`src/rtl/ppr_pkg.sv`:
```
package ppr_pkg;
  // Register bus widths
  localparam int PPR_AW = 4;
  localparam int PPR_DW = 8;
  // Number of implemented Port E pins
  localparam int PPR_PE_W = 3;
  // Number of ports, B to E
  localparam int PPR_NPORT = 4;
  // Port indices
  localparam logic [1:0] PPR_PORT_B = 2'h0;
  localparam logic [1:0] PPR_PORT_C = 2'h1;
  localparam logic [1:0] PPR_PORT_D = 2'h2;
  localparam logic [1:0] PPR_PORT_E = 2'h3;
  // Register kind inside a port triple
  localparam logic [1:0] PPR_K_OUT = 2'h0;
  localparam logic [1:0] PPR_K_DIR = 2'h1;
  localparam logic [1:0] PPR_K_PIN = 2'h2;
  // Registers per port
  localparam logic [3:0] PPR_REGS_PER_PORT = 4'h3;
  // Register offsets
  localparam logic [3:0] PPR_OFF_B_OUT = 4'h0;
  localparam logic [3:0] PPR_OFF_B_DIR = 4'h1;
  localparam logic [3:0] PPR_OFF_B_PIN = 4'h2;
  localparam logic [3:0] PPR_OFF_C_OUT = 4'h3;
  localparam logic [3:0] PPR_OFF_C_DIR = 4'h4;
  localparam logic [3:0] PPR_OFF_C_PIN = 4'h5;
  localparam logic [3:0] PPR_OFF_D_OUT = 4'h6;
  localparam logic [3:0] PPR_OFF_D_DIR = 4'h7;
  localparam logic [3:0] PPR_OFF_D_PIN = 4'h8;
  localparam logic [3:0] PPR_OFF_E_OUT = 4'h9;
  localparam logic [3:0] PPR_OFF_E_DIR = 4'ha;
  localparam logic [3:0] PPR_OFF_E_PIN = 4'hb;
  // First offset past the map
  localparam logic [3:0] PPR_OFF_END = 4'hc;
  // Reset values
  localparam logic [7:0] PPR_OUT_RST = 8'h00;
  localparam logic [7:0] PPR_DIR_RST = 8'h00;
  localparam logic [7:0] PPR_RD_IDLE = 8'h00;
  // Implemented bits per port
  localparam logic [7:0] PPR_MASK_FULL = 8'hff;
  localparam logic [7:0] PPR_MASK_E = 8'h07;
  // Port E bit positions
  localparam int PPR_PE_RST_BIT = 0;
  localparam int PPR_PE_XIN_BIT = 1;
  localparam int PPR_PE_XOUT_BIT = 2;
endpackage

```
`src/rtl/ppr_ports.sv`:
```
`timescale 1ns/1ps
// Functional notes
// - Oscillator output clock pin leaves GPIO
// - Oscillator input clock pin leaves GPIO
// - Fuse programmed makes bit 0 plain I/O
// - Fuse unprogrammed routes bit 0 to reset
// - Reset pin bits 0 read as zero
// - Compare B overrides bit-1 output value
// - Channel 0 disables bit-2 input; others off
// - Output-value registers eight bits, reset zero
// - Direction registers eight bits, reset input
// - Pin-input registers follow pins via the synchroniser, reset zero
// - Port E bits 7..3 read zero
module ppr_ports
  import ppr_pkg::*;
(
  input wire logic clk, // 50 MHz clock
  input wire logic rstn, // Sync reset, active low
  input wire logic [ppr_pkg::PPR_AW-1:0] addr, // Register offset
  input wire logic [ppr_pkg::PPR_DW-1:0] wdata, // Write data
  input wire logic we, // Write strobe
  input wire logic re, // Read strobe
  output logic [ppr_pkg::PPR_DW-1:0] rdata, // Read data, cycle after re
  input wire logic [7:0] pb_in, // Port B pin levels
  output logic [7:0] pb_out, // Port B drive value
  output logic [7:0] pb_oe, // Port B drive enable
  output logic [7:0] pb_pullup, // Port B pull-up enable
  input wire logic [7:0] pc_in, // Port C pin levels
  output logic [7:0] pc_out, // Port C drive value
  output logic [7:0] pc_oe, // Port C drive enable
  output logic [7:0] pc_pullup, // Port C pull-up enable
  input wire logic [7:0] pd_in, // Port D pin levels
  output logic [7:0] pd_out, // Port D drive value
  output logic [7:0] pd_oe, // Port D drive enable
  output logic [7:0] pd_pullup, // Port D pull-up enable
  input wire logic [ppr_pkg::PPR_PE_W-1:0] pe_in, // Port E pin levels
  output logic [ppr_pkg::PPR_PE_W-1:0] pe_out, // Port E drive value
  output logic [ppr_pkg::PPR_PE_W-1:0] pe_oe, // Port E drive enable
  output logic [ppr_pkg::PPR_PE_W-1:0] pe_pullup, // Port E pull-up enable
  input wire logic reset_pin_disable_fuse, // High: fuse programmed
  input wire logic osc_in_clk_sel, // Clock uses oscillator input pin
  input wire logic osc_out_clk_sel, // Clock uses oscillator output pin
  input wire logic timer0_cmp_b_out_en, // Timer 0 compare B enable
  input wire logic timer0_cmp_b_out, // Timer 0 compare B value
  input wire logic analog_chan0_dig_disable, // Channel 0 digital disable
  output logic ext_reset_n // Reset pin level, active low
);
  // Output-value and direction storage, index is port
  logic [7:0] out_q [PPR_NPORT];
  logic [7:0] out_d [PPR_NPORT];
  logic [7:0] dir_q [PPR_NPORT];
  logic [7:0] dir_d [PPR_NPORT];
  // Read data register
  logic [7:0] rd_q, rd_d;
  // Registered pin drivers
  logic [7:0] pb_out_q, pb_out_d, pb_oe_q, pb_oe_d, pb_pu_q, pb_pu_d;
  logic [7:0] pc_out_q, pc_out_d, pc_oe_q, pc_oe_d, pc_pu_q, pc_pu_d;
  logic [7:0] pd_out_q, pd_out_d, pd_oe_q, pd_oe_d, pd_pu_q, pd_pu_d;
  logic [PPR_PE_W-1:0] pe_out_q, pe_out_d, pe_oe_q, pe_oe_d;
  logic [PPR_PE_W-1:0] pe_pu_q, pe_pu_d;
  logic rst_q, rst_d;
  // Synchronised pin levels
  logic [7:0] pb_s, pc_s, pd_s;
  logic [PPR_PE_W-1:0] pe_s;
  // Port E resolved signals
  logic [PPR_PE_W-1:0] pe_mux_out, pe_mux_oe, pe_mux_pu, pe_dig, pe_off;
  logic pe_rst_level;
  // Pin view per port for reads
  logic [7:0] pin_view [PPR_NPORT];

  // Port selected by an offset
  function automatic logic [1:0] port_of(input logic [3:0] a);
    logic [3:0] q;
    q = a / PPR_REGS_PER_PORT;
    return q[1:0];
  endfunction

  // Register kind selected by an offset
  function automatic logic [1:0] kind_of(input logic [3:0] a);
    logic [3:0] r;
    r = a % PPR_REGS_PER_PORT;
    return r[1:0];
  endfunction

  // Writable bits of a port
  function automatic logic [7:0] wmask(input logic [1:0] p);
    return (p == PPR_PORT_E) ? PPR_MASK_E : PPR_MASK_FULL;
  endfunction

  // Pin synchroniser, all ports in one bank
  ppr_sync #(
    .W(24 + PPR_PE_W)
  ) u_sync (
    .clk(clk),
    .rstn(rstn),
    .din({pe_in, pd_in, pc_in, pb_in}),
    .dout({pe_s, pd_s, pc_s, pb_s})
  );

  // Port E alternate functions
  ppr_pe_mux u_pe_mux (
    .dir(dir_q[PPR_PORT_E][PPR_PE_W-1:0]),
    .outv(out_q[PPR_PORT_E][PPR_PE_W-1:0]),
    .pin_sync(pe_s),
    .fuse_prog(reset_pin_disable_fuse),
    .xin_sel(osc_in_clk_sel),
    .xout_sel(osc_out_clk_sel),
    .cmp_en(timer0_cmp_b_out_en),
    .cmp(timer0_cmp_b_out),
    .adc_dis(analog_chan0_dig_disable),
    .pin_out(pe_mux_out),
    .pin_oe(pe_mux_oe),
    .pin_pullup(pe_mux_pu),
    .pin_dig(pe_dig),
    .io_off(pe_off),
    .reset_level(pe_rst_level)
  );

  // Pin views; they track the pins through the synchroniser, which resets to zero
  always_comb begin
    pin_view[PPR_PORT_B] = pb_s;
    pin_view[PPR_PORT_C] = pc_s;
    pin_view[PPR_PORT_D] = pd_s;
    pin_view[PPR_PORT_E] = {5'h00, pe_dig};
  end

  // Register writes
  always_comb begin
    logic [1:0] wp;
    wp = port_of(addr);
    for (int p = 0; p < PPR_NPORT; p++) begin
      out_d[p] = out_q[p];
      dir_d[p] = dir_q[p];
    end
    if (we && addr < PPR_OFF_END) begin
      unique case (kind_of(addr))
        PPR_K_OUT: out_d[wp] = wdata & wmask(wp);
        PPR_K_DIR: dir_d[wp] = wdata & wmask(wp);
        // Pin register write toggles output bits
        PPR_K_PIN: out_d[wp] = out_q[wp] ^ (wdata & wmask(wp));
        default: begin
        end
      endcase
    end
  end

  // Register storage
  always_ff @(posedge clk) begin
    if (!rstn) begin
      for (int p = 0; p < PPR_NPORT; p++) begin
        out_q[p] <= PPR_OUT_RST;
        dir_q[p] <= PPR_DIR_RST;
      end
    end else begin
      for (int p = 0; p < PPR_NPORT; p++) begin
        out_q[p] <= out_d[p];
        dir_q[p] <= dir_d[p];
      end
    end
  end

  // Read data, present only the cycle after a read
  always_comb begin
    logic [1:0] rp;
    logic [7:0] rmask;
    rp = port_of(addr);
    rmask = wmask(rp);
    if (rp == PPR_PORT_E && !reset_pin_disable_fuse) begin
      rmask[PPR_PE_RST_BIT] = 1'b0;
    end
    rd_d = PPR_RD_IDLE;
    if (re && addr < PPR_OFF_END) begin
      unique case (kind_of(addr))
        // Stored output value
        PPR_K_OUT: rd_d = out_q[rp] & rmask;
        // Stored direction
        PPR_K_DIR: rd_d = dir_q[rp] & rmask;
        PPR_K_PIN: rd_d = pin_view[rp] & rmask;
        default: rd_d = PPR_RD_IDLE;
      endcase
    end
  end

  // Read data register
  always_ff @(posedge clk) begin
    if (!rstn) begin
      rd_q <= PPR_RD_IDLE;
    end else begin
      rd_q <= rd_d;
    end
  end

  // Pin driver next values
  always_comb begin
    // Direction gates drive, B to D
    pb_oe_d = dir_q[PPR_PORT_B];
    pb_out_d = out_q[PPR_PORT_B] & dir_q[PPR_PORT_B];
    pb_pu_d = out_q[PPR_PORT_B] & ~dir_q[PPR_PORT_B];
    pc_oe_d = dir_q[PPR_PORT_C];
    pc_out_d = out_q[PPR_PORT_C] & dir_q[PPR_PORT_C];
    pc_pu_d = out_q[PPR_PORT_C] & ~dir_q[PPR_PORT_C];
    pd_oe_d = dir_q[PPR_PORT_D];
    pd_out_d = out_q[PPR_PORT_D] & dir_q[PPR_PORT_D];
    pd_pu_d = out_q[PPR_PORT_D] & ~dir_q[PPR_PORT_D];
    // Port E comes resolved from the override logic
    pe_oe_d = pe_mux_oe;
    pe_out_d = pe_mux_out;
    pe_pu_d = pe_mux_pu;
    // Bit 0 feeds the reset circuitry
    rst_d = pe_rst_level;
  end

  // Pin driver registers
  always_ff @(posedge clk) begin
    if (!rstn) begin
      pb_oe_q <= PPR_DIR_RST;
      pb_out_q <= PPR_OUT_RST;
      pb_pu_q <= PPR_OUT_RST;
      pc_oe_q <= PPR_DIR_RST;
      pc_out_q <= PPR_OUT_RST;
      pc_pu_q <= PPR_OUT_RST;
      pd_oe_q <= PPR_DIR_RST;
      pd_out_q <= PPR_OUT_RST;
      pd_pu_q <= PPR_OUT_RST;
      pe_oe_q <= '0;
      pe_out_q <= '0;
      pe_pu_q <= '0;
      rst_q <= 1'b1;
    end else begin
      pb_oe_q <= pb_oe_d;
      pb_out_q <= pb_out_d;
      pb_pu_q <= pb_pu_d;
      pc_oe_q <= pc_oe_d;
      pc_out_q <= pc_out_d;
      pc_pu_q <= pc_pu_d;
      pd_oe_q <= pd_oe_d;
      pd_out_q <= pd_out_d;
      pd_pu_q <= pd_pu_d;
      pe_oe_q <= pe_oe_d;
      pe_out_q <= pe_out_d;
      pe_pu_q <= pe_pu_d;
      rst_q <= rst_d;
    end
  end

  // Output wiring
  assign rdata = rd_q;
  assign pb_out = pb_out_q;
  assign pb_oe = pb_oe_q;
  assign pb_pullup = pb_pu_q;
  assign pc_out = pc_out_q;
  assign pc_oe = pc_oe_q;
  assign pc_pullup = pc_pu_q;
  assign pd_out = pd_out_q;
  assign pd_oe = pd_oe_q;
  assign pd_pullup = pd_pu_q;
  assign pe_out = pe_out_q;
  assign pe_oe = pe_oe_q;
  assign pe_pullup = pe_pu_q;
  assign ext_reset_n = rst_q;

  // Checks on pins and read data
  a_xout_release: assert property (@(posedge clk) disable iff (!rstn)
    osc_out_clk_sel |=> !pe_oe[PPR_PE_XOUT_BIT])
    else $error("Oscillator output pin still driven");
  a_xin_release: assert property (@(posedge clk) disable iff (!rstn)
    osc_in_clk_sel |=> !pe_oe[PPR_PE_XIN_BIT])
    else $error("Oscillator input pin still driven");
  a_rst_pin_io: assert property (@(posedge clk) disable iff (!rstn)
    (reset_pin_disable_fuse && dir_q[PPR_PORT_E][PPR_PE_RST_BIT])
    |=> pe_oe[PPR_PE_RST_BIT] && ext_reset_n
        && pe_out[PPR_PE_RST_BIT] == $past(out_q[PPR_PORT_E][PPR_PE_RST_BIT]))
    else $error("Bit 0 not acting as plain output");
  a_rst_pin_off: assert property (@(posedge clk) disable iff (!rstn)
    !reset_pin_disable_fuse |=> !pe_oe[PPR_PE_RST_BIT] && !pe_pullup[PPR_PE_RST_BIT])
    else $error("Reset pin used as I/O");
  a_rst_pin_read: assert property (@(posedge clk) disable iff (!rstn)
    (re && !reset_pin_disable_fuse && addr >= PPR_OFF_E_OUT && addr <= PPR_OFF_E_PIN)
    |=> rdata[PPR_PE_RST_BIT] == 1'b0)
    else $error("Reset pin bit read nonzero");
  a_cmp_b_drive: assert property (@(posedge clk) disable iff (!rstn)
    (timer0_cmp_b_out_en && dir_q[PPR_PORT_E][PPR_PE_XIN_BIT] && !osc_in_clk_sel)
    |=> pe_oe[PPR_PE_XIN_BIT] && pe_out[PPR_PE_XIN_BIT] == $past(timer0_cmp_b_out))
    else $error("Compare B value not on bit 1");
  a_adc_in_off: assert property (@(posedge clk) disable iff (!rstn)
    (analog_chan0_dig_disable && re && addr == PPR_OFF_E_PIN)
    |=> rdata[PPR_PE_XOUT_BIT] == 1'b0)
    else $error("Disabled bit 2 input read high");
  a_out_readback: assert property (@(posedge clk) disable iff (!rstn)
    (we && addr == PPR_OFF_B_OUT) ##1 (re && addr == PPR_OFF_B_OUT)
    |=> rdata == $past(wdata, 2))
    else $error("Output value readback wrong");
  a_dir_reset: assert property (@(posedge clk) disable iff (!rstn)
    $past(!rstn) |-> pb_oe == 8'h00 && pc_oe == 8'h00 && pd_oe == 8'h00 && pe_oe == '0)
    else $error("Pin driven right after reset");
  a_e_upper_zero: assert property (@(posedge clk) disable iff (!rstn)
    (re && addr >= PPR_OFF_E_OUT && addr <= PPR_OFF_E_PIN) |=> rdata[7:3] == 5'h00)
    else $error("Port E upper bits read nonzero");
  a_dir_drive: assert property (@(posedge clk) disable iff (!rstn)
    (we && addr == PPR_OFF_B_DIR) |=> ##1 pb_oe == $past(wdata, 2))
    else $error("Direction not reflected on pins");
  a_pin_sync: assert property (@(posedge clk) disable iff (!rstn)
    (re && addr == PPR_OFF_B_PIN) |=> rdata == $past(pb_in, 3))
    else $error("Pin read not two-stage synced");
endmodule

```
`src/rtl/ppr_sync.sv`:
```
`timescale 1ns/1ps
module ppr_sync #(
  parameter int W = 8 // Number of bits
) (
  input wire logic clk, // Clock
  input wire logic rstn, // Sync reset, active low
  input wire logic [W-1:0] din, // Asynchronous levels
  output logic [W-1:0] dout // Synchronised levels
);
  // First and second stage
  logic [W-1:0] s1_q, s1_d;
  logic [W-1:0] s2_q, s2_d;

  initial begin
    if (W < 1) begin
      $error("ppr_sync width must be at least one");
    end
  end

  // Next values of the two stages
  always_comb begin
    s1_d = din;
    s2_d = s1_q;
  end

  // Stage registers
  always_ff @(posedge clk) begin
    if (!rstn) begin
      s1_q <= '0;
      s2_q <= '0;
    end else begin
      s1_q <= s1_d;
      s2_q <= s2_d;
    end
  end

  assign dout = s2_q;
endmodule

```
`src/rtl/ppr_pe_mux.sv`:
```
`timescale 1ns/1ps
module ppr_pe_mux
  import ppr_pkg::*;
(
  input wire logic [ppr_pkg::PPR_PE_W-1:0] dir, // Direction bits
  input wire logic [ppr_pkg::PPR_PE_W-1:0] outv, // Output-value bits
  input wire logic [ppr_pkg::PPR_PE_W-1:0] pin_sync, // Synced pin levels
  input wire logic fuse_prog, // Reset pin disable fuse programmed
  input wire logic xin_sel, // Clock uses oscillator input pin
  input wire logic xout_sel, // Clock uses oscillator output pin
  input wire logic cmp_en, // Timer 0 compare B output enable
  input wire logic cmp, // Timer 0 compare B output value
  input wire logic adc_dis, // Analog channel 0 digital disable
  output logic [ppr_pkg::PPR_PE_W-1:0] pin_out, // Pin drive value
  output logic [ppr_pkg::PPR_PE_W-1:0] pin_oe, // Pin drive enable
  output logic [ppr_pkg::PPR_PE_W-1:0] pin_pullup, // Pull-up enable
  output logic [ppr_pkg::PPR_PE_W-1:0] pin_dig, // Digital input view
  output logic [ppr_pkg::PPR_PE_W-1:0] io_off, // Pins withdrawn from I/O
  output logic reset_level // Level to the reset circuitry
);
  // Override signals per pin
  logic [PPR_PE_W-1:0] pullup_override_en, pullup_override_val;
  logic [PPR_PE_W-1:0] dir_override_en, dir_override_val;
  logic [PPR_PE_W-1:0] out_value_override_en, out_value_override_val;
  logic [PPR_PE_W-1:0] dig_in_en_override_en, dig_in_en_override_val;
  // Effective direction, value, input enable
  logic [PPR_PE_W-1:0] dir_eff, val_eff, die_eff;

  // Override table and pin resolution
  always_comb begin
    pullup_override_en = '0;
    pullup_override_val = '0;
    dir_override_en = '0;
    dir_override_val = '0;
    out_value_override_en = '0;
    out_value_override_val = '0;
    dig_in_en_override_en = '0;
    dig_in_en_override_val = '0;
    out_value_override_en[PPR_PE_XIN_BIT] = cmp_en;
    out_value_override_val[PPR_PE_XIN_BIT] = cmp;
    dig_in_en_override_en[PPR_PE_XOUT_BIT] = adc_dis;
    io_off[PPR_PE_XOUT_BIT] = xout_sel;
    io_off[PPR_PE_XIN_BIT] = xin_sel;
    io_off[PPR_PE_RST_BIT] = !fuse_prog;
    // Resolve each pin
    for (int i = 0; i < PPR_PE_W; i++) begin
      dir_eff[i] = dir_override_en[i] ? dir_override_val[i] : dir[i];
      val_eff[i] = out_value_override_en[i] ? out_value_override_val[i] : outv[i];
      die_eff[i] = dig_in_en_override_en[i] ? dig_in_en_override_val[i] : 1'b1;
      // Drive only when output and free
      pin_oe[i] = dir_eff[i] && !io_off[i];
      pin_out[i] = val_eff[i] && pin_oe[i];
      if (pullup_override_en[i]) begin
        pin_pullup[i] = pullup_override_val[i] && !io_off[i];
      end else begin
        pin_pullup[i] = !dir_eff[i] && outv[i] && !io_off[i];
      end
      pin_dig[i] = pin_sync[i] && die_eff[i] && !io_off[i];
    end
    reset_level = fuse_prog ? 1'b1 : pin_sync[PPR_PE_RST_BIT];
  end
endmodule

```
`config.mk`:
```
export PLATFORM = sky130hd
export DESIGN_NAME = ppr_ports
export DESIGN_NICKNAME = d
export VERILOG_FILES = /design/src/rtl/ppr_pkg.sv /design/src/rtl/ppr_ports.sv /design/src/rtl/ppr_sync.sv /design/src/rtl/ppr_pe_mux.sv
export SDC_FILE = /design/constraint.sdc
export NUM_CORES = 1
export LEC_CHECK = 0
export BUFFER_PORTS_ARGS = -buffer_cell sky130_fd_sc_hd__buf_2
export CORE_ASPECT_RATIO = 1.4
export CORE_UTILIZATION = 59
export CTS_CLUSTER_SIZE = 20
export DETAILED_ROUTE_END_ITERATION = 10
export GPL_TIMING_DRIVEN = 1
export MAX_ROUTING_LAYER = met4
export PLACE_DENSITY = 0.95
export SYNTH_ARGS = -nofsm -noshare
export SYNTH_HDL_FRONTEND = slang
export SYNTH_SLANG_ARGS = --single-unit
export TNS_END_PERCENT = 100
```
`constraint.sdc`:
```
create_clock -name clk -period 8 [get_ports clk]
set_clock_uncertainty 0.15 [all_clocks]
set_input_delay 2 -clock clk [delete_from_list [all_inputs] [get_ports clk]]
set_output_delay 2 -clock clk [all_outputs]
set_load 0.01 [all_outputs]
```
==> results of run 1 <==
==> critical path, delay by kind of cell <==
| family | cells | cell delay, ps |
|---|---|---|
| adder cells (fa/ha/maj) | 4 | 1720 |
| buffers and inverters | 3 | 510 |
| multiplexers | 1 | 300 |
| AO/OA/AOI/OAI | 4 | 790 |
| AND/OR/NAND/NOR | 4 | 1220 |
==> Yosys cell counts, types with 6 or more instances <==
cell,n
mux2i_1,35
nor4bb_1,6
nor2b_1,23
nor3_1,7
a21oi_1,30
a211oi_1,8
o21ai_0,36
buf_2,11
inv_1,14
nor2_1,29
mux2_2,8
and2_1,89
nand4_1,6
ha_1,6
and3_1,32
nand3_1,25
nand2_1,56
dfxtp_1,203
a31oi_1,6
clkbuf_1,37
o211ai_1,6
==> metal layers <==
metal  wire length [um]  vias up  share of wire
met4                632        0          0.037
met3               1210       53          0.070
li1                   -     2837              -
met2               8660      286           0.51
met1               6620     2728           0.39
met5                  0        -              0
==> cells in the final DEF (no fill, tap or decap), drive strengths merged, types with 8 or more instances in the layout <==
cell	n
inv	14
nor2	30
and2	90
nor3	8
mux2	8
nand2	56
dfxtp	203
nor2b	23
o21ai	36
nand3	25
a211oi	8
clkbuf	27
and3	32
buf	140
a21oi	30
mux2i	35
==> power by group through the flow <==
| stage | logic [W] | registers, W | clock network (W) |
|---|---|---|---|
| after floorplan | 0.000131 | 0.00107 | 0 |
| after global routing | 0.000194 | 0.00105 | 0.000859 |
| after detailed placement | 0.000176 | 0.00107 | 0 |
| after global placement | 0.000173 | 0.00107 | 0 |
| after CTS | 0.000177 | 0.00105 | 0.000817 |
| final | 0.000180 | 0.00105 | 0.000807 |
==> state kept, by name, indices dropped and copies added, names as in the netlist <==
signal	count
dir_q	27
ext_reset_n	1
out_q	32
pb_oe	8
pb_out	8
pb_pullup	8
pc_oe	8
pc_out	8
pc_pullup	8
pd_oe	8
pd_out	8
pd_pullup	8
pe_oe	3
pe_out	3
pe_pullup	3
rdata	8
u_sync.dout	27
u_sync.s1_q	27
==> through the flow <==
| stage | cells | cell area (sq um) | setup WS [ps] | utilization | power [W] |
|---|---|---|---|---|---|
| floorplan | 764 | 7620 | 1960 | - | 0.00120 |
| global placement | 998 | 8260 | 1460 | 0.664 | 0.00124 |
| detailed placement | 998 | 8260 | 1340 | 0.664 | 0.00125 |
| CTS | 1028 | 8810 | 1820 | 0.709 | 0.00204 |
| global route | 1028 | 8810 | 1460 | 0.709 | 0.00210 |
| finish | 1028 | 8810 | 1710 | 0.709 | 0.00203 |
==> cell families (layout without fill, tap and decap cells) <==
logic type,after synthesis,after routing,share of synthesized area
AND/OR/NAND/NOR,304,304,0.231
flip-flops,203,203,0.533
AO/OA/AOI/OAI,126,126,0.111
buffers and inverters,70,184,0.0409
multiplexers,43,43,0.0578
XOR/XNOR,12,12,0.0158
adder cells (fa/ha/maj),6,6,0.00985
==> final timing paths <==
| kind | to | cells after the start | startpoint |
|---|---|---|---|
| worst max-delay path | rdata[2]$_SDFF_PN0_ | 16 | addr[2] |
| worst min-delay path | u_sync.dout[0]$_SDFF_PN0_ | 1 | u_sync.s1_q[0]$_SDFF_PN0_ |
| worst max register to register | out_q[1][7]$_SDFFE_PN0P_ | 5 | out_q[2][7]$_SDFFE_PN0P_ |
| worst min register to register | u_sync.dout[0]$_SDFF_PN0_ | 1 | u_sync.s1_q[0]$_SDFF_PN0_ |
==> area by class of cell <==
| cell class | count | share of cell area |
|---|---|---|
| Timing Repair Buffer | 140 | 0.0804 |
| Sequential cell | 203 | 0.461 |
| Tap cell | 150 | 0.0213 |
| Clock buffer | 27 | 0.0608 |
| Clock inverter | 3 | 0.00199 |
| Inverter | 14 | 0.00597 |
| Multi-Input combinational cell | 491 | 0.368 |
==> impl_metrics.ini, run 1 <==
[global_routing]
grtUsageMet2 = 0.436
gr-usage-met1 = 0.304
grt_pass1_wl_um = 26900
grt-ovfl-total = 0
grt_pass1_vias = 5430
antenna_found_initial = 0
grt_util_all_layers = 0.261
grt_max_degree = 130
busiest_layer = met2
met3_usage = 0.0350

[floorplanning]
die_area_sq_mm = 0.0134
io_pins = 139
rows = 48
coreArea_sq_mm = 0.0124
start_util = 0.613
fp.dieH_um = 136
die_x_um = 98.0

[sta]
holdWs_ps = 269
hold_violations = 0
finalSetupTns_ps = 0
setup_violations = 0
slew_violations = 0
fin_crit_sh = 0.786
fmax_mhz = 159
rsz0062_at_grt = no
worst_slew_pin_slew_ps = 1180
period_minus_slack_ps = 6290
slew_headroom = 0.215

[synthesis]
yosys_warnings = 0
syn_nets = 819
synth-main-ff-cell = dfxtp_1
syn_area_sq_mm = 0.00762
ys_types = 59
syn_avg_cell_area_sq_um = 9.97
netlist.top_cell.by_area = dfxtp_1
ys_seq_elements = 203
ys_seq_area_frac = 0.533
synth_top_area_frac = 0.533
synth_edf_count = 0
netlist_top_cells_area = dfxtp_1, and2_1, mux2i_1, nand2_1, and3_1
syn_inst = 764
async_flop_share = 0

[clock_tree]
clock_latency_ps = 480
cts.sinks = 203
tritoncts = yes
cts_resized = 0
cts_made_buffers = 18
holdBufCountCts = 0
cts-htree-levels = 1
clockBufferDepth = 3
ctsRootBufferMaster = clkbuf_16
clk_pin_slew_ps = 60
cts_setup_buffers = 0

[layout]
syn2layout_area_growth_pct = 15.6
multi_input_area_sq_mm = 0.00324
diodes = 0
final-seq-area_sq_mm = 0.00406
num-fill-cells = 944
drive_gt1_frac = 0.213
fin_nets = 923

[hold_path]
min_path_type = reg2reg

[setup_path]
cp.arrival_ps = 6550
worstSetupEndpointType = flop
path_common_cell = ha_1
critPathKind = in2reg
cp_cell_sequence = buf_2 > nor2b_1 > ha_1 > inv_1 > ha_1 > and2_4 > nand2_1 > o21ai_0 > ha_1 > a21oi_1 > mux2_2 > ha_1 > inv_1 > or2_2 > a311o_1 > o211ai_1
r2r_slack_ps = 5990
worstPathMaxFanout = 32
critical_path.slowest_cell = ha_1
worstSetupStartpointType = input port
slowest_delay_ps = 600
worstPathRequired_ps = 8260

[drt]
ant_nets = 0
wl_per_cell_um = 16.7
avgViaCountPerCell = 5.74
drtPass1Iterations = 9
vias = 5904
drtIter0Drc = 663
drcViolationCount = 11
wirelength_um = 17100

[outcome]
status = finished, violations left
failed_checks = DRC

[power_and_ir_drop]
switchingPower_w = 0.000472
peakVddDrop_mv = 0.174
p_int_w = 0.00156
p_leak_nw = 3.97
powerDensity_mw_per_mm2 = 231
swShare = 0.232
p_clk_frac = 0.396
combPwrFrac = 0.088
pwr-share-seq = 0.515

[flow_run]
drv_cap = 0

[placement]
gp_congestion = 0.921
portBuffers = 138
dp_hpwl_um = 11600
No activity file was read; power rests on OpenSTA's default activity.
==> run 2, diff against run 1 <==
CORE_UTILIZATION = 50   (was 59)
PLACE_DENSITY = 0.87   (was 0.95)
clock period = 5.3 ns   (was 8 ns; I/O delays follow)
==> run 2 against run 1 <==
  * The flow now finishes without violations
  * Critical path type unchanged
  * Clock-buffer cell count fell by 1
  * Total power rose by 57%
  * Global-route usage fell by 4.0 points
  * Largest power group unchanged
  * Clock power rose by 65%
==> impl_metrics.ini, run 2 (synthesis gave the netlist of run 1 again) <==
[outcome]
status = finished clean

[power_and_ir_drop]
p_leak_nw = 4.06
peakVddDrop_mv = 0.239
finalPower_w = 0.00319
powerDensity_mw_per_mm2 = 354

[layout]
largest-register = out_q
num-fill-cells = 1252
layout_common_cells = dfxtp_1, buf_2, and2_1, nand2_1, o21ai_0
syn2layout_area_growth_pct = 18.2
fin_nets = 934
layout_commonest_cell = dfxtp_1
fin_util = 0.604
largest_reg_flops = 32
drive_gt1_frac = 0.225
fin_area_sq_mm = 0.00900

[sta]
holdWs_ps = 281
period_minus_slack_ps = 4470
fmax_mhz = 224
setup_violations = 0
slew_headroom = 0.373
finalSetupTns_ps = 0
rsz0062_at_grt = no
slew_violations = 0
fin_crit_sh = 0.844
hold_violations = 0
worst_slew_pin_slew_ps = 941

[setup_path]
critPathKind = in2reg
worstPathMaxFanout = 31
r2r_slack_ps = 3330
worstSetupEndpointType = flop
rr_startpoint = out_q[2][7]$_SDFFE_PN0P_
r2r-end = out_q[0][7]$_SDFFE_PN0P_
worstSetupStartpointType = input port
worstPathRequired_ps = 5510
reg2reg_depth = 5
cp.arrival_ps = 4680

[floorplanning]
die_area_sq_mm = 0.0157
coreArea_sq_mm = 0.0149
io_pins = 139
fp.dieH_um = 148
rows = 53
die_x_um = 106
start_util = 0.511

[global_routing]
grt_max_degree = 134
antenna_found_initial = 1
grt_pass1_wl_um = 26900
grt-ovfl-total = 0
grt_util_all_layers = 0.222
grt_pass1_vias = 5356

[clock_tree]
cts_made_buffers = 18
cts_setup_buffers = 0
clock_latency_ps = 480
cts-htree-levels = 1
tritoncts = yes
ctsRootBufferMaster = clkbuf_16
cts_resized = 0
clockBufferDepth = 3
clk_pin_slew_ps = 60
holdBufCountCts = 0
cts.sinks = 203

[hold_path]
min_delay_worst_endpoint = u_sync.dout[20]$_SDFF_PN0_
min-delay-start = u_sync.s1_q[20]$_SDFF_PN0_
min_path_type = reg2reg
min_path_cells = 1

[placement]
post_dp_cell_area_sq_mm = 0.00840
portBuffers = 138
dp_hpwl_um = 12000
gp_congestion = 0.906

[drt]
wirelength_um = 17500
drcViolationCount = 0
ant_nets = 0
vias = 5921
drtIter0Drc = 571
wl_per_cell_um = 16.2
avgViaCountPerCell = 5.48
drtPass1Iterations = 5

[flow_run]
drv_cap = 0
[run 2: critical path, stage by stage]
cell and delay, ps:
buf_2 170, nor2b_1 150, ha_1 170, inv_1 50
ha_1 150, and2_4 140, buf_4 340, nand2_1 120
a21oi_2 270, mux2_2 390, ha_1 360, inv_1 330
or2_2 290, a311oi_1 60, or3_1 360
[run 2: power by group]
part,switching [W],internal [W]
registers,0.0000199,0.00156
logic,0.000174,0.000104
clock network,0.000526,0.000803
[run 2: routing by layer]
metal	wire, um	GRT usage
met5	0	-
met4	755	0.107
met3	1130	0.0272
met2	8460	0.364
met1	7130	0.270
[run 2: worst max-delay path by stage]
stage / from / endpoint / slack, ps
detailed placement: addr[2] / rdata[7]$_SDFF_PN0_ / 370
finish: addr[2] / rdata[7]$_SDFF_PN0_ / 830
floorplan: addr[2] / rdata[2]$_SDFF_PN0_ / 60
global route: addr[2] / rdata[7]$_SDFF_PN0_ / 620
global placement: addr[2] / rdata[7]$_SDFF_PN0_ / 450
CTS: addr[2] / rdata[7]$_SDFF_PN0_ / 860
[run 2: metrics by stage]
| stage | setup WS, ps | instances |
|---|---|---|
| 2_1_floorplan | 58.7 | 764 |
| 3_3_place_gp | 448 | 1051 |
| 3_5_place_dp | 374 | 1051 |
| 4_1_cts | 862 | 1080 |
| 5_1_grt | 622 | 1081 |
| 6_report | 827 | 1081 |
[run 2: layout make-up]
| cell class | instances | area, sq um | share of cell area |
|---|---|---|---|
| Sequential cell | 203 | 4060 | 0.451 |
| Multi-Input combinational cell | 491 | 3250 | 0.361 |
| Timing Repair Buffer | 151 | 791 | 0.0878 |
| Clock buffer | 26 | 542 | 0.0602 |
| Tap cell | 192 | 240 | 0.0267 |
| Clock inverter | 3 | 65.1 | 0.00723 |
| Inverter | 14 | 52.6 | 0.00584 |
| Antenna cell | 1 | 2.50 | 0.000278 |
==> run 3, diff against run 2 <==
CORE_UTILIZATION = 55   (was 50)
PLACE_DENSITY = 0.9   (was 0.87)
clock period = 4.6 ns   (was 5.3 ns; I/O delays follow)
==> run 3 against run 2 <==
  * Clock power rose by 6%
  * Clock-buffer cell count did not move
  * Non-clock buffer count rose by 8
  * First-iteration DRC count fell by 8.2%
  * Global-route usage rose by 2.5 points
  * Via count fell by 0.20%
  * Hold slack got worse by 2.6 ps
  * Setup slack got worse by 220 ps
  * Final cell count fell by 0.19%
  * Sequential power rose by 15%
  * Critical endpoint is now dir_q[2][7]$_SDFFE_PN0P_
==> impl_metrics.ini, run 3 (synthesis gave the netlist of run 1 again) <==
[placement]
gp_congestion = 0.934
portBuffers = 138
dp_hpwl_um = 11800
pre_cts_slack_ps = 162

[layout]
num-fill-cells = 1041
fin_nets = 942
layout_common_cells = dfxtp_1, buf_2, and2_1, nand2_1
largest-register = out_q
largest_reg_flops = 32
drive_gt1_frac = 0.243
layout_commonest_cell = dfxtp_1
syn2layout_area_growth_pct = 19.3

[setup_path]
slowest_delay_ps = 570
path_common_cell = ha_2
r2r_slack_ps = 2660
critPathKind = in2reg
rr_startpoint = out_q[2][7]$_SDFFE_PN0P_
critPathBufInv = 3
crit_family = simple AND/OR/NAND/NOR gates
cp.arrival_ps = 4210
critical_path.slowest_cell = or3_1
cp_cell_sequence = buf_2 > nor2b_4 > ha_2 > inv_2 > ha_4 > buf_4 > o21ai_2 > ha_2 > a21oi_4 > xnor2_1 > ha_1 > nand2_1 > or3_1 > mux2i_1 > nor2b_1
worstSetupStartpointType = input port
worstSetupEndpointType = flop
r2r-end = out_q[2][7]$_SDFFE_PN0P_
worstPathMaxFanout = 14
reg2reg_depth = 5
worstPathRequired_ps = 4820

[sta]
setup_violations = 0
fin_crit_sh = 0.867
rsz0062_at_grt = no
slew_violations = 0
hold_violations = 0
period_minus_slack_ps = 3990
fmax_mhz = 251
slew_headroom = 0.544
worst_slew_pin_slew_ps = 684
worst_slack_ps = 612
holdWs_ps = 278

[drt]
drcViolationCount = 0
wirelength_um = 17100
drtPass1Iterations = 6
topRoutingLayerUsed = met4
ant_nets = 0
wl_per_cell_um = 15.8
avgViaCountPerCell = 5.48
vias = 5909
wl_met1_um = 6770
wl_met2_um = 8560
drtIter0Drc = 524
met3_length_um = 1230

[floorplanning]
start_util = 0.567
die_area_sq_mm = 0.0143
die_x_um = 101
coreArea_sq_mm = 0.0135
fp.dieH_um = 141
io_pins = 139
rows = 50

[clock_tree]
ctsRootBufferMaster = clkbuf_16
clock_latency_ps = 470
cts.sinks = 203
cts_made_buffers = 18
clockBufferDepth = 3
holdBufCountCts = 0
cts_resized = 0
cts_setup_buffers = 0
tritoncts = yes
cts-htree-levels = 1
clk_pin_slew_ps = 60

[flow_run]
drv_cap = 0

[power_and_ir_drop]
p_leak_nw = 4.09
peakVddDrop_mv = 0.328
powerDensity_mw_per_mm2 = 395
finalPower_w = 0.00359

[global_routing]
grt_util_all_layers = 0.247
grt_pass1_wl_um = 26900
grt_pass1_vias = 5406
antenna_found_initial = 0
grt-ovfl-total = 0
grt_max_degree = 201

[hold_path]
min_path_cells = 1
min_path_type = reg2reg
min-delay-start = u_sync.s1_q[23]$_SDFF_PN0_
min_delay_worst_endpoint = u_sync.dout[23]$_SDFF_PN0_

[outcome]
status = finished clean
==> run 3: changes by cell type in the layout (fill, tap and decap cells not counted), moves of 2 or more <==
cell and delta:
ha_2 +2, ha_1 -5, buf_4 +7, ha_4 +3
nor2b_1 -2, bufinv_16 -2
==> run 3: worst reg2reg max path, stage by stage (launching register included) <==
cell,delay [ps]
dfxtp_1,460
nor4bb_1,320
a221oi_1,110
a311oi_2,340
xor2_1,300
a21oi_1,130
==> run 3: power by group <==
part	switching, W	total (W)	internal, W
registers	0.0000220	0.00182	0.00180
clock network	0.000599	0.00141	0.000814
logic	0.000210	0.000351	0.000141
total	0.000832	0.00359	0.00276
==> run 3: through the flow <==
stage	cell area, sq um	std cells	setup TNS [ps]	utilization
6_report	9090	1079	0	0.676
5_1_grt	9090	1078	0	0.676
4_1_cts	9090	1078	0	0.676
3_5_place_dp	8530	1049	0	0.634
3_3_place_gp	8530	1049	0	0.634
2_1_floorplan	7750	764	-17.5	-
==> run 3: worst max-delay path by stage <==
| stage | startpoint | endpoint | cells past startpoint |
|---|---|---|---|
| after global placement | addr[2] | out_q[2][6]$_SDFFE_PN0P_ | 15 |
| after floorplan | addr[2] | rdata[2]$_SDFF_PN0_ | 21 |
| after CTS | addr[2] | dir_q[2][7]$_SDFFE_PN0P_ | 15 |
| final | addr[2] | dir_q[2][7]$_SDFFE_PN0P_ | 15 |
| after detailed placement | addr[2] | dir_q[2][1]$_SDFFE_PN0P_ | 15 |
| after global routing | addr[2] | dir_q[2][3]$_SDFFE_PN0P_ | 15 |
==> run 3: per-layer routing <==
layer | up-vias | track usage
met5 | - | -
met4 | 0 | 0.0931
met3 | 57 | 0.0355
met2 | 278 | 0.418
met1 | 2691 | 0.295
li1 | 2883 | -
==> run 3: cell type report <==
type / instances / area (sq um) / share of cell area
timing repair buffer: 159 / 863 / 0.0950
multi-input combinational: 491 / 3320 / 0.365
antenna: 1 / 2.50 / 0.000275
sequential: 203 / 4060 / 0.447
clock buffer: 26 / 542 / 0.0596
tap: 182 / 228 / 0.0251
clock inverter: 3 / 17.5 / 0.00193
inverter: 14 / 52.6 / 0.00578
